`src/spick_map.svh`:
```
// Notes on behaviour
// - Generator input is mclk/4 when source select is 1, else external source clock.
// - High phase lasts divider/2+1 inputs if even, (divider+1)/2 if odd, one input if zero.
// - Low phase lasts divider/2 inputs if even, (divider+1)/2 if odd, one input if zero.
// - In master mode, output delay enable holds only the first data bit 4 to 8 mclk periods longer.
// - Master with both sync polarities set drives an inverted, active-low select.
// - Slave inverts the active-low select seen on both frame-sync pins.
// - Master asserts select before the clock rises and starts on a rising edge.
// - Mode 10b, polarity 0: sample on falling edge, change data on rising edge.
// - Mode 11b, polarity 0: sample on rising edge, change data on falling edge.
// - Master releases data output after the last bit, timed from a clock edge.
// - Slave releases data output once select returns high after the last bit.
// - Slave drives its first bit after select falls, without a clock edge.
// - With generator resync, rx frame sync is sampled on the source clock rising edge.
// - Serial clock period is 1 + divider generator input periods, or 2 when divider is zero.
`ifndef SPICK_MAP_SVH
`define SPICK_MAP_SVH
`define SPICK_WORD_BITS 8
`define SPICK_CNT_W 8
`define SPICK_QUARTER_DIV 2'h3
`define SPICK_MODE_SAMPLE_FALL 2'h2
`define SPICK_MODE_SAMPLE_RISE 2'h3
`define SPICK_MCLK_NS 20
`define SPICK_DLY_MIN_P 4
`define SPICK_DLY_CYC ((`SPICK_DLY_MIN_P * `SPICK_MCLK_NS + `SPICK_MCLK_NS - 1) / `SPICK_MCLK_NS)
`endif

```
`src/spick_pkg.sv`:
```
package spick_pkg;
  typedef enum logic [1:0] {
    SPICK_IDLE = 2'b00,
    SPICK_LEAD = 2'b01,
    SPICK_SHIFT = 2'b11,
    SPICK_DONE = 2'b10
  } spick_state_t;
endpackage : spick_pkg

```
`src/spick_buf2.sv`:
```
`timescale 1ns/1ps
`default_nettype none
// Two-entry skid buffer between the user and the shifter.
module spick_buf2 (
  input wire logic mclk,
  input wire logic reset_n,
  input wire logic [7:0] in_data,
  input wire logic in_valid,
  output logic in_ready,
  output logic [7:0] out_data,
  output logic out_valid,
  input wire logic out_ready
);
  logic [7:0] mem_q [0:1];
  logic [7:0] mem_d [0:1];
  logic [1:0] cnt_q, cnt_d;
  logic rd_q, rd_d, wr_q, wr_d;
  logic push, pop;

  // Pointers and storage update.
  always_comb begin
    push = in_valid && (cnt_q != 2'h2);
    pop = out_ready && (cnt_q != 2'h0);
    mem_d[0] = mem_q[0];
    mem_d[1] = mem_q[1];
    if (push) begin
      mem_d[wr_q] = in_data;
    end
    wr_d = push ? ~wr_q : wr_q;
    rd_d = pop ? ~rd_q : rd_q;
    cnt_d = cnt_q + {1'b0, push} - {1'b0, pop};
    in_ready = (cnt_q != 2'h2);
    out_valid = (cnt_q != 2'h0);
    out_data = mem_q[rd_q];
  end

  // Registers only.
  always_ff @(posedge mclk or negedge reset_n) begin
    if (!reset_n) begin
      mem_q[0] <= 8'h00;
      mem_q[1] <= 8'h00;
      cnt_q <= 2'h0;
      rd_q <= 1'b0;
      wr_q <= 1'b0;
    end else begin
      mem_q[0] <= mem_d[0];
      mem_q[1] <= mem_d[1];
      cnt_q <= cnt_d;
      rd_q <= rd_d;
      wr_q <= wr_d;
    end
  end
endmodule : spick_buf2
`default_nettype wire

```
`src/spick_core.sv`:
```
`timescale 1ns/1ps
`default_nettype none
`include "spick_map.svh"
// Clock generator and clock-stop serial port core, master or slave.
module spick_core (
  input wire logic mclk,
  input wire logic reset_n,
  input wire logic master_mode,
  input wire logic gen_source_select,
  input wire logic [7:0] clock_divider_value,
  input wire logic [1:0] clock_stop_mode,
  input wire logic tx_clock_polarity,
  input wire logic tx_sync_polarity,
  input wire logic rx_sync_polarity,
  input wire logic tx_out_delay_enable,
  input wire logic gen_frame_resync,
  input wire logic ext_source_clock,
  input wire logic tx_clock_in,
  input wire logic tx_frame_sync_in,
  input wire logic rx_frame_sync_in,
  input wire logic serial_data_in,
  output logic tx_serial_clock,
  output logic tx_clock_oe,
  output logic tx_frame_sync,
  output logic tx_sync_oe,
  output logic serial_data_out,
  output logic serial_data_oe,
  input wire logic [7:0] tx_data,
  input wire logic tx_valid,
  output logic tx_ready,
  output logic [7:0] rx_data,
  output logic rx_valid,
  output logic rx_resync
);
  import spick_pkg::*;

  // ----------------------------------------------------------------
  // Pin synchronisers
  // ----------------------------------------------------------------
  logic [4:0] s1_q, s2_q, s3_q;
  // Pins pass two flops; s3 is a third stage used only for edges.
  always_ff @(posedge mclk or negedge reset_n) begin
    if (!reset_n) begin
      s1_q <= 5'h1f;
      s2_q <= 5'h1f;
      s3_q <= 5'h1f;
    end else begin
      s1_q <= {ext_source_clock, tx_clock_in, tx_frame_sync_in, rx_frame_sync_in,
               serial_data_in};
      s2_q <= s1_q;
      s3_q <= s2_q;
    end
  end
  logic src_rise, sclk_rise, sclk_fall, sel_in, rsel_in, din;
  always_comb begin
    src_rise = s2_q[4] && !s3_q[4];
    sclk_rise = s2_q[3] && !s3_q[3];
    sclk_fall = !s2_q[3] && s3_q[3];
    sel_in = !s2_q[2];
    rsel_in = !s2_q[1];
    din = s2_q[0];
  end

  // ----------------------------------------------------------------
  // Sample-rate generator
  // ----------------------------------------------------------------
  logic [1:0] pre_q, pre_d;
  logic [7:0] ph_q, ph_d;
  logic gen_tick, ck_q, ck_d, run;
  // High and low phase lengths for the current divider value.
  function automatic logic [7:0] phase_len(input logic [7:0] div, input logic high);
    if (div == 8'h00 || div[0]) begin
      phase_len = 8'((9'(div) + 9'h001) >> 1);
    end else begin
      phase_len = high ? (div >> 1) + 8'h01 : div >> 1;
    end
  endfunction : phase_len

  // Generator input is mclk/4 or the synchronised source clock edge.
  always_comb begin
    // The prescaler restarts with every word so the first tick has a fixed lead.
    pre_d = run ? pre_q + 2'h1 : 2'h0;
    gen_tick = gen_source_select ? (pre_q == `SPICK_QUARTER_DIV) : src_rise;
    ph_d = ph_q;
    ck_d = ck_q;
    if (!run) begin
      ph_d = 8'h00;
      ck_d = 1'b0;
    end else if (gen_tick) begin
      if (ph_q + 8'h01 >= phase_len(clock_divider_value, ck_q)) begin
        ph_d = 8'h00;
        ck_d = !ck_q;
      end else begin
        ph_d = ph_q + 8'h01;
      end
    end
  end

  // ----------------------------------------------------------------
  // Transfer sequencer
  // ----------------------------------------------------------------
  spick_state_t st_q, st_d;
  logic [7:0] sh_q, sh_d, rx_q, rx_d;
  logic [3:0] bit_q, bit_d;
  logic [3:0] dly_q, dly_d;
  logic oe_q, oe_d, sel_q, sel_d, rv_q, rv_d, rs_q, rs_d, so_q, so_d;
  logic [7:0] bdata;
  logic bvalid, take, ck_rise, ck_fall, smp_edge, chg_edge, sel_act;

  spick_buf2 u_buf (
    .mclk(mclk),
    .reset_n(reset_n),
    .in_data(tx_data),
    .in_valid(tx_valid),
    .in_ready(tx_ready),
    .out_data(bdata),
    .out_valid(bvalid),
    .out_ready(take)
  );

  // Edge selection by mode and role, then the word state machine.
  always_comb begin
    run = master_mode && (st_q == SPICK_SHIFT) && (dly_q == 4'h0);
    ck_rise = master_mode ? (ck_d && !ck_q) : sclk_rise;
    ck_fall = master_mode ? (!ck_d && ck_q) : sclk_fall;
    if (clock_stop_mode == `SPICK_MODE_SAMPLE_RISE) begin
      smp_edge = ck_rise;
      chg_edge = ck_fall;
    end else begin
      smp_edge = ck_fall;
      chg_edge = ck_rise;
    end
    sel_act = master_mode ? sel_q : (sel_in || rsel_in);
    take = 1'b0;
    st_d = st_q;
    sh_d = sh_q;
    rx_d = rx_q;
    bit_d = bit_q;
    dly_d = (dly_q != 4'h0 && st_q == SPICK_SHIFT) ? dly_q - 4'h1 : dly_q;
    oe_d = oe_q;
    sel_d = sel_q;
    rv_d = 1'b0;
    rs_d = gen_frame_resync && src_rise && s2_q[1];
    so_d = so_q;
    case (st_q)
      SPICK_IDLE: begin
        if (bvalid && (master_mode || sel_act)) begin
          take = 1'b1;
          sh_d = bdata;
          so_d = bdata[7];
          bit_d = 4'h0;
          oe_d = 1'b1;
          sel_d = master_mode;
          dly_d = tx_out_delay_enable ? 4'(`SPICK_DLY_CYC) : 4'h0;
          st_d = master_mode ? SPICK_LEAD : SPICK_SHIFT;
        end
      end
      SPICK_LEAD: begin
        st_d = SPICK_SHIFT;
      end
      SPICK_SHIFT: begin
        if (smp_edge) begin
          rx_d = {rx_q[6:0], din};
          bit_d = bit_q + 4'h1;
        end
        if (chg_edge && bit_q != 4'h0 && bit_q < 4'(`SPICK_WORD_BITS)) begin
          sh_d = {sh_q[6:0], 1'b0};
          so_d = sh_q[6];
        end
        // A master lets the last high phase run out before the clock rests.
        if (bit_q == 4'(`SPICK_WORD_BITS) && (!master_mode || !ck_q)) begin
          rv_d = 1'b1;
          st_d = SPICK_DONE;
          if (master_mode) begin
            oe_d = 1'b0;
          end
        end
        if (!master_mode && !sel_act) begin
          oe_d = 1'b0;
          st_d = SPICK_IDLE;
        end
      end
      SPICK_DONE: begin
        sel_d = 1'b0;
        if (master_mode || !sel_act) begin
          oe_d = 1'b0;
          st_d = SPICK_IDLE;
        end
      end
      default: begin
        st_d = SPICK_IDLE;
      end
    endcase
  end

  // Registers only.
  always_ff @(posedge mclk or negedge reset_n) begin
    if (!reset_n) begin
      pre_q <= 2'h0;
      ph_q <= 8'h00;
      ck_q <= 1'b0;
      st_q <= SPICK_IDLE;
      sh_q <= 8'h00;
      rx_q <= 8'h00;
      bit_q <= 4'h0;
      dly_q <= 4'h0;
      oe_q <= 1'b0;
      sel_q <= 1'b0;
      rv_q <= 1'b0;
      rs_q <= 1'b0;
      so_q <= 1'b0;
    end else begin
      pre_q <= pre_d;
      ph_q <= ph_d;
      ck_q <= ck_d;
      st_q <= st_d;
      sh_q <= sh_d;
      rx_q <= rx_d;
      bit_q <= bit_d;
      dly_q <= dly_d;
      oe_q <= oe_d;
      sel_q <= sel_d;
      rv_q <= rv_d;
      rs_q <= rs_d;
      so_q <= so_d;
    end
  end

  // Output flops for pins; polarity applied inside the register.
  logic tck_q, tfs_q, tfo_q, tco_q, dx_q, dxo_q;
  always_ff @(posedge mclk or negedge reset_n) begin
    if (!reset_n) begin
      tck_q <= 1'b0;
      tfs_q <= 1'b1;
      tfo_q <= 1'b0;
      tco_q <= 1'b0;
      dx_q <= 1'b0;
      dxo_q <= 1'b0;
    end else begin
      tck_q <= ck_d ^ tx_clock_polarity;
      tfs_q <= (tx_sync_polarity && rx_sync_polarity) ? !sel_d : sel_d;
      tfo_q <= master_mode;
      tco_q <= master_mode;
      dx_q <= so_d;
      dxo_q <= oe_d;
    end
  end
  assign tx_serial_clock = tck_q;
  assign tx_clock_oe = tco_q;
  assign tx_frame_sync = tfs_q;
  assign tx_sync_oe = tfo_q;
  assign serial_data_out = dx_q;
  assign serial_data_oe = dxo_q;
  assign rx_data = rx_q;
  assign rx_valid = rv_q;
  assign rx_resync = rs_q;
endmodule : spick_core
`default_nettype wire

```
`config.mk`:
```
export PLATFORM = sky130hd
export DESIGN_NAME = spick_core
export DESIGN_NICKNAME = d
export VERILOG_FILES = /design/src/spick_pkg.sv /design/src/spick_buf2.sv /design/src/spick_core.sv
export VERILOG_INCLUDE_DIRS = /design/src
export SDC_FILE = /design/constraint.sdc
export NUM_CORES = 1
export LEC_CHECK = 0
export ABC_AREA = 0
export BUFFER_PORTS_ARGS = -buffer_cell sky130_fd_sc_hd__buf_2
export CORE_MARGIN = 4
export CORE_UTILIZATION = 40
export CTS_CLUSTER_SIZE = 28
export DETAILED_ROUTE_END_ITERATION = 16
export GPL_ROUTABILITY_DRIVEN = 0
export SYNTH_ARGS = -nofsm -noshare
export SYNTH_HDL_FRONTEND = slang
export SYNTH_SLANG_ARGS = --single-unit
```
`constraint.sdc`:
```
create_clock -name mclk -period 4.1 [get_ports mclk]
set_input_delay 0.82 -clock mclk [delete_from_list [all_inputs] [get_ports mclk]]
set_output_delay 0.82 -clock mclk [all_outputs]
set_load 0.01 [all_outputs]
```
; Yosys cells after proc, flatten, opt, wreduce, memory -nomap -nowiden
; Cells that the tools add are included.
[totals]
in_bits = 33
word_cells = 158
out_inout_bits = 17
ff_bits = 79
[classes]
n_mux = 55
reduce_logical = 47
n_eq_ne = 14
magnitude_cmp = 5
n_bitwise = 5
addsub = 8
[ops]
columns = operator, count
row1 = $mux 8, 11
row2 = $mux 1, 22
row3 = $mux 4, 5
row4 = $logic_and 1x1->1, 19
row5 = $bwmux 16, 1
row6 = $mux 7, 2
row7 = $pmux 7 s2, 1
row8 = $mux 2, 6
row9 = $logic_not 1->1, 10
row10 = $ne 2x2->1 const B, 5
row11 = $add 8x1->9 const B, 1
row12 = $reduce_and 3->1, 3
row13 = $add 7x1->8 const B, 1
row14 = $add 8x1->8 const B, 1
row15 = $demux 8 s1, 1
row16 = $eq 2x2->1 const B, 4
row17 = $ge 8x8->1, 1
row18 = $logic_not 8->1, 1
row19 = $pmux 2 s4, 1
row20 = $pmux 4 s2, 1
row21 = $reduce_bool 4->1, 2
row22 = $logic_or 1x1->1, 5
row23 = $reduce_and 5->1, 1
row24 = $add 4x1->4 const B, 1
row25 = other kinds (23), 28

; Depth between registers and ports, before layout
[depth]
ltp_word = 17
depth_mapped = 16
ltp_nobuf = 15

; Cells and area by module
; A second synthesis with hierarchy kept.
[unflattened]
hier_cells = 340
hier_area_um2 = 3941.3
[by_module_without_submodules]
columns = mod, cells_each, seq_area_each_um2, n_inst, area_per_inst_um2
row1 = spick_core, 275, 1417.6, 1, 3021.6
row2 = spick_buf2, 65, 500.5, 1, 919.6

; Worst setup path after synthesis
; OpenSTA, ideal clock, no wires.
[synth_path]
kind = input-to-reg
start = input clock_divider_value[0]
end = register rx_q[0], in the netlist rx_data[0]
t_arrival_ns = 4.080
t_required_ns = 3.975
cell_stages = 15
setup_time_ns = 0.125
n_path_buf = 0
path_slack_ns = -0.105
cell_sequence = inv_1 -> ha_1 -> nor4b_1 -> a21oi_1 -> nand2b_1 -> a21boi_0 -> and4_1 -> xnor2_1 -> ha_1 -> nand4_1 -> nor2_1 -> or4b_1 -> and4_4 -> nor3_4 -> mux2_2
[synth_via]
elab_chain_cells = 14
word_cells_on_any_way = 17
[synth_rtl]
columns = item, line
row1 = from (decl), spick_core.sv:10  ; input wire logic [7:0] clock_divider_value,
row2 = "parallel branches: the longest is 2 deep, another holds $add 8x1->9", --
row3 = $mux 8 (*), spick_core.sv:72  ; if (div == 8'h00 || div[0]) begin
row4 = $mux 8 (*), spick_core.sv:89  ; end else if (gen_tick) begin
row5 = $mux 8 (*), spick_core.sv:86  ; if (!run) begin
row6 = $ge 8x8->1 (*), spick_core.sv:90  ; if (ph_q + 8'h01 >= phase_len(clock_divider_value, ck_q)) begin
row7 = $mux 1 (*), spick_core.sv:90
row8 = $mux 1 (*), spick_core.sv:89
row9 = $mux 1 (*), spick_core.sv:86
row10 = $logic_not 1->1, spick_core.sv:125  ; ck_fall = master_mode ? (!ck_d && ck_q) : sclk_fall;
row11 = $logic_and 1x1->1, spick_core.sv:125
row12 = $mux 1, spick_core.sv:125
row13 = $mux 1 (*), spick_core.sv:126  ; if (clock_stop_mode == `SPICK_MODE_SAMPLE_RISE) begin
row14 = $reduce_and 2->1 (no line) (*), --
row15 = to (signal assigned), spick_core.sv:218  ; rx_q <= rx_d;
row16 = to (decl), spick_core.sv:103  ; logic [7:0] sh_q, sh_d, rx_q, rx_d;
; Mark *: on every way between the ends. The select of a mux whose other input is x is not followed.
; A chain may end at the register's enable or synchronous reset.

; Worst setup path in the final report
[layout_path]
start = input clock_divider_value[0]
end = register rx_q[4], in the netlist rx_data[4]
; The elaborated chain is that of the path after synthesis.

==> flow_metrics.env <==
export IMPL_status="completed"
export IMPL_critical_path_class="in -> reg"
export IMPL_core_um2=9240
export IMPL_yosysUniqueCellTypes=52
export IMPL_drt_vias_per_instance=5.03
export IMPL_num_antenna_cells=0
export IMPL_avgSynthCellArea_um2=10.9
export IMPL_p_leak_nw=2.09
export IMPL_worstHoldStart="s1_q[3]$_DFF_PN1_"
export IMPL_max_cap_viol_count=0
export IMPL_ys_seq_area_frac=0.506
export IMPL_peakVddDrop_mv=0.367
export IMPL_drt_pass1_iter_count=4
export IMPL_grt_usage=0.140
export IMPL_fp_dieArea_um2=11100
export IMPL_startpoint_type="input port"
export IMPL_path_buf_inv=3
export IMPL_syn_area_um2=3790
export IMPL_clock_sinks=76
export IMPL_ctsHtreeMaxLevel=3
export IMPL_place_area_um2=4260
export IMPL_dp_hpwl_mm=5.36
export IMPL_ff_latch_area_um2=1920
export IMPL_timing_fmax_mhz=260
export IMPL_path_common_cell="ha_1"
export IMPL_worstHoldPathCells=0
export IMPL_fillers=881
export IMPL_r2r_start="ck_q$_DFF_PN0_"
export IMPL_totalWireLength_mm=7.30
export IMPL_wl_per_cell_um=13.4
export IMPL_ctsResizeCount=0
export IMPL_drc=0
export IMPL_grt_pass1_wl_mm=12.5
export IMPL_area_growth_pct=17.8
export IMPL_crit_path_cell_trace="buf_2 > inv_1 > ha_1 > nor4b_2 > a21oi_1 > nand2b_1 > a21boi_2 > and4_1 > xnor2_1 > ha_1 > nand4_1 > nor2_1 > or4b_1 > and4_4 > nor3_4 > buf_12 > mux2_2"
export IMPL_setup_viol=0
export IMPL_synthCells=348
export IMPL_hold_buffers=0
export IMPL_rsz0062_at_grt="no"
export IMPL_clock_latency_ps=350
export IMPL_clkTransAtPathRegs_ps=80
export IMPL_grt_max_degree=77
export IMPL_fp_dieW_um=105
export IMPL_drive_above_1_share=0.305
export IMPL_cts_tree="done"
export IMPL_cts_buffer_depth=2
export IMPL_holdCritPathClass="reg -> reg"
export IMPL_slew_limit_headroom=0.388
export IMPL_cts_root_buf="clkbuf_8"
export IMPL_worstPathArrival_ps=4080
export IMPL_cp_slowest_stage_delay_ps=470
export IMPL_grt_pass1_vias=2733
export IMPL_yosysWarnings=0
export IMPL_cp_top_family="simple AND/OR/NAND/NOR gates"
export IMPL_max_slew_worst_pin_slew_ps=919
export IMPL_cp_end_kind="flop"
export IMPL_holdPathEnd="s2_q[3]$_DFF_PN1_"
export IMPL_r2r_end="rx_data[4]$_DFFE_PN0P_"
export IMPL_num_vias=2748
export IMPL_hold_viol=0
export IMPL_required_ps=4340
export IMPL_fin_worst_skew_ps=7.63
export IMPL_cts_buffers=9
export IMPL_postRouteAntennaNets=0
export IMPL_initial_core_util=0.410
export IMPL_rows=35
export IMPL_hold_slack_ps=356
export IMPL_synthArstFlopShare=1.00
export IMPL_reg2reg_depth=13
export IMPL_layout_worst_path_cycle_share=0.937
export IMPL_overflow=0
export IMPL_synth_ff_type="dfrtp_1"
export IMPL_nets=464
export IMPL_antenna_found_initial=0
export IMPL_ff2ff_setup_slack_ps=980
export IMPL_p_per_area_nw_per_um2=575
export IMPL_final_area_um2=4460
export IMPL_drv_slew=0
export IMPL_cp_max_fo=9
export IMPL_post_cts_buffers=0
export IMPL_dieHeight_um=105
export IMPL_io_pins=50
export IMPL_fin_crit_ps=3840
export IMPL_synth_edf_count=0
export IMPL_multi_input_area_um2=1770
export IMPL_drt_iter0_markers=118
export IMPL_io_buffers=49
export IMPL_ys_ff_latch=76
export IMPL_critical_path_slowest_cell="or4b_1"
export IMPL_syn_num_nets=400
==> area by class of cell <==
| class | count | share of cell area |
|---|---|---|
| clock buffers | 9 | 0.0277 |
| well taps | 129 | 0.0362 |
| repair buffers | 63 | 0.0818 |
| flip-flops and latches | 76 | 0.430 |
| inverters | 12 | 0.0101 |
| clock inverters | 7 | 0.0171 |
| multi-input cells | 250 | 0.397 |
==> worst max-delay path by stage <==
| stage | from | slack [ps] | cells past startpoint | to |
|---|---|---|---|---|
| 2_1_floorplan | clock_divider_value[0] | 30 | 15 | rx_data[0]$_DFFE_PN0P_ |
| 3_3_place_gp | clock_divider_value[0] | -2 | 17 | rx_data[6]$_DFFE_PN0P_ |
| 3_5_place_dp | clock_divider_value[0] | -130 | 17 | rx_data[4]$_DFFE_PN0P_ |
| 4_1_cts | clock_divider_value[0] | 220 | 17 | rx_data[4]$_DFFE_PN0P_ |
| 5_1_grt | clock_divider_value[0] | 40 | 17 | rx_data[4]$_DFFE_PN0P_ |
| 6_report | clock_divider_value[0] | 260 | 17 | rx_data[4]$_DFFE_PN0P_ |
==> cells by family (layout without fill, tap and decap cells) <==
group,Yosys count,after routing,share of synthesized area
flip-flops,76,76,0.506
adder cells (fa/ha/maj),19,19,0.0627
buffers and inverters,22,91,0.0284
multiplexers,34,34,0.0977
AO/OA/AOI/OAI,61,61,0.106
XOR/XNOR,19,19,0.0439
AND/OR/NAND/NOR,117,117,0.155
==> flip-flops by register name, summed over array words and instances, names as in the netlist, 2 cells and up <==
signal	cells
bit_q	4
s1_q	5
sh_q	7
u_buf.cnt_q	2
st_q	2
pre_q	2
u_buf.mem_q	16
dly_q	4
s3_q	2
rx_data	8
ph_q	8
s2_q	5
==> where the power goes <==
| group | switching [mW] | internal (mW) |
|---|---|---|
| combinational | 0.403 | 0.414 |
| clock | 0.292 | 0.284 |
| sequential | 0.177 | 0.997 |
==> per-stage QoR <==
stage / setup WS, ps / TNS [ps] / util / power (mW) / std cells
finish: 259 / 0 / 0.483 / 2.57 / 546
global route: 41.0 / 0 / 0.483 / 2.77 / 546
CTS: 220 / 0 / 0.483 / 2.60 / 546
detailed placement: -132 / -1260 / 0.461 / 2.02 / 530
global placement: -2.34 / -12.8 / 0.461 / 1.98 / 530
floorplan: 31.9 / 0 / - / 1.77 / 348
==> synthesized netlist by cell type, types with 2 or more instances <==
| cell | n | area, um2 |
|---|---|---|
| and2_1 | 3 | 18.8 |
| mux2i_1 | 10 | 100 |
| nor3b_1 | 3 | 22.5 |
| nand2_1 | 40 | 150 |
| o31ai_1 | 2 | 15.0 |
| xor2_1 | 6 | 52.6 |
| nand3_1 | 10 | 50.1 |
| ha_1 | 19 | 238 |
| inv_1 | 11 | 41.3 |
| nor3_1 | 5 | 25.0 |
| a21boi_0 | 2 | 15.0 |
| nor2_1 | 31 | 116 |
| a21oi_1 | 18 | 90.1 |
| nand4_1 | 2 | 12.5 |
| o21ai_0 | 7 | 35.0 |
| a22o_1 | 7 | 61.3 |
| xnor2_1 | 13 | 114 |
| clkbuf_8 | 2 | 27.5 |
| nand2b_1 | 4 | 25.0 |
| o21a_1 | 4 | 30.0 |
| clkbuf_1 | 6 | 22.5 |
| o22ai_1 | 9 | 56.3 |
| and3_1 | 3 | 18.8 |
| or3_2 | 2 | 15.0 |
| o311ai_0 | 2 | 17.5 |
| a21o_1 | 2 | 15.0 |
| and4_1 | 3 | 26.3 |
| dfrtp_1 | 63 | 1580 |
| mux2_2 | 24 | 270 |
| dfstp_2 | 13 | 342 |
==> layout by cell type (no fill, tap or decap), types with 3 or more instances in the layout <==
| master | count |
|---|---|
| xor2_1 | 6 |
| nor3_1 | 5 |
| mux2i_1 | 10 |
| inv_1 | 11 |
| nor2_1 | 31 |
| dfstp_2 | 13 |
| buf_4 | 14 |
| mux2_2 | 24 |
| nand3_1 | 10 |
| clkbuf_8 | 9 |
| xnor2_1 | 13 |
| and2_1 | 3 |
| buf_2 | 48 |
| nand2b_1 | 4 |
| nand2_1 | 40 |
| o21a_1 | 4 |
| dfrtp_1 | 63 |
| o22ai_1 | 9 |
| a21oi_1 | 18 |
| nor3b_1 | 3 |
| and3_1 | 3 |
| and4_1 | 3 |
| a22o_1 | 7 |
| o21ai_0 | 7 |
| ha_1 | 19 |
==> metal layers <==
metal / GRT usage / up-vias / share of wire
li1: - / 1361 / -
met1: 0.185 / 1319 / 0.47
met2: 0.215 / 55 / 0.46
met3: 0.0355 / 13 / 0.049
met4: 0.0647 / 0 / 0.019
met5: 0 / - / 0
Note: power is estimated with default switching activity, not from simulation.
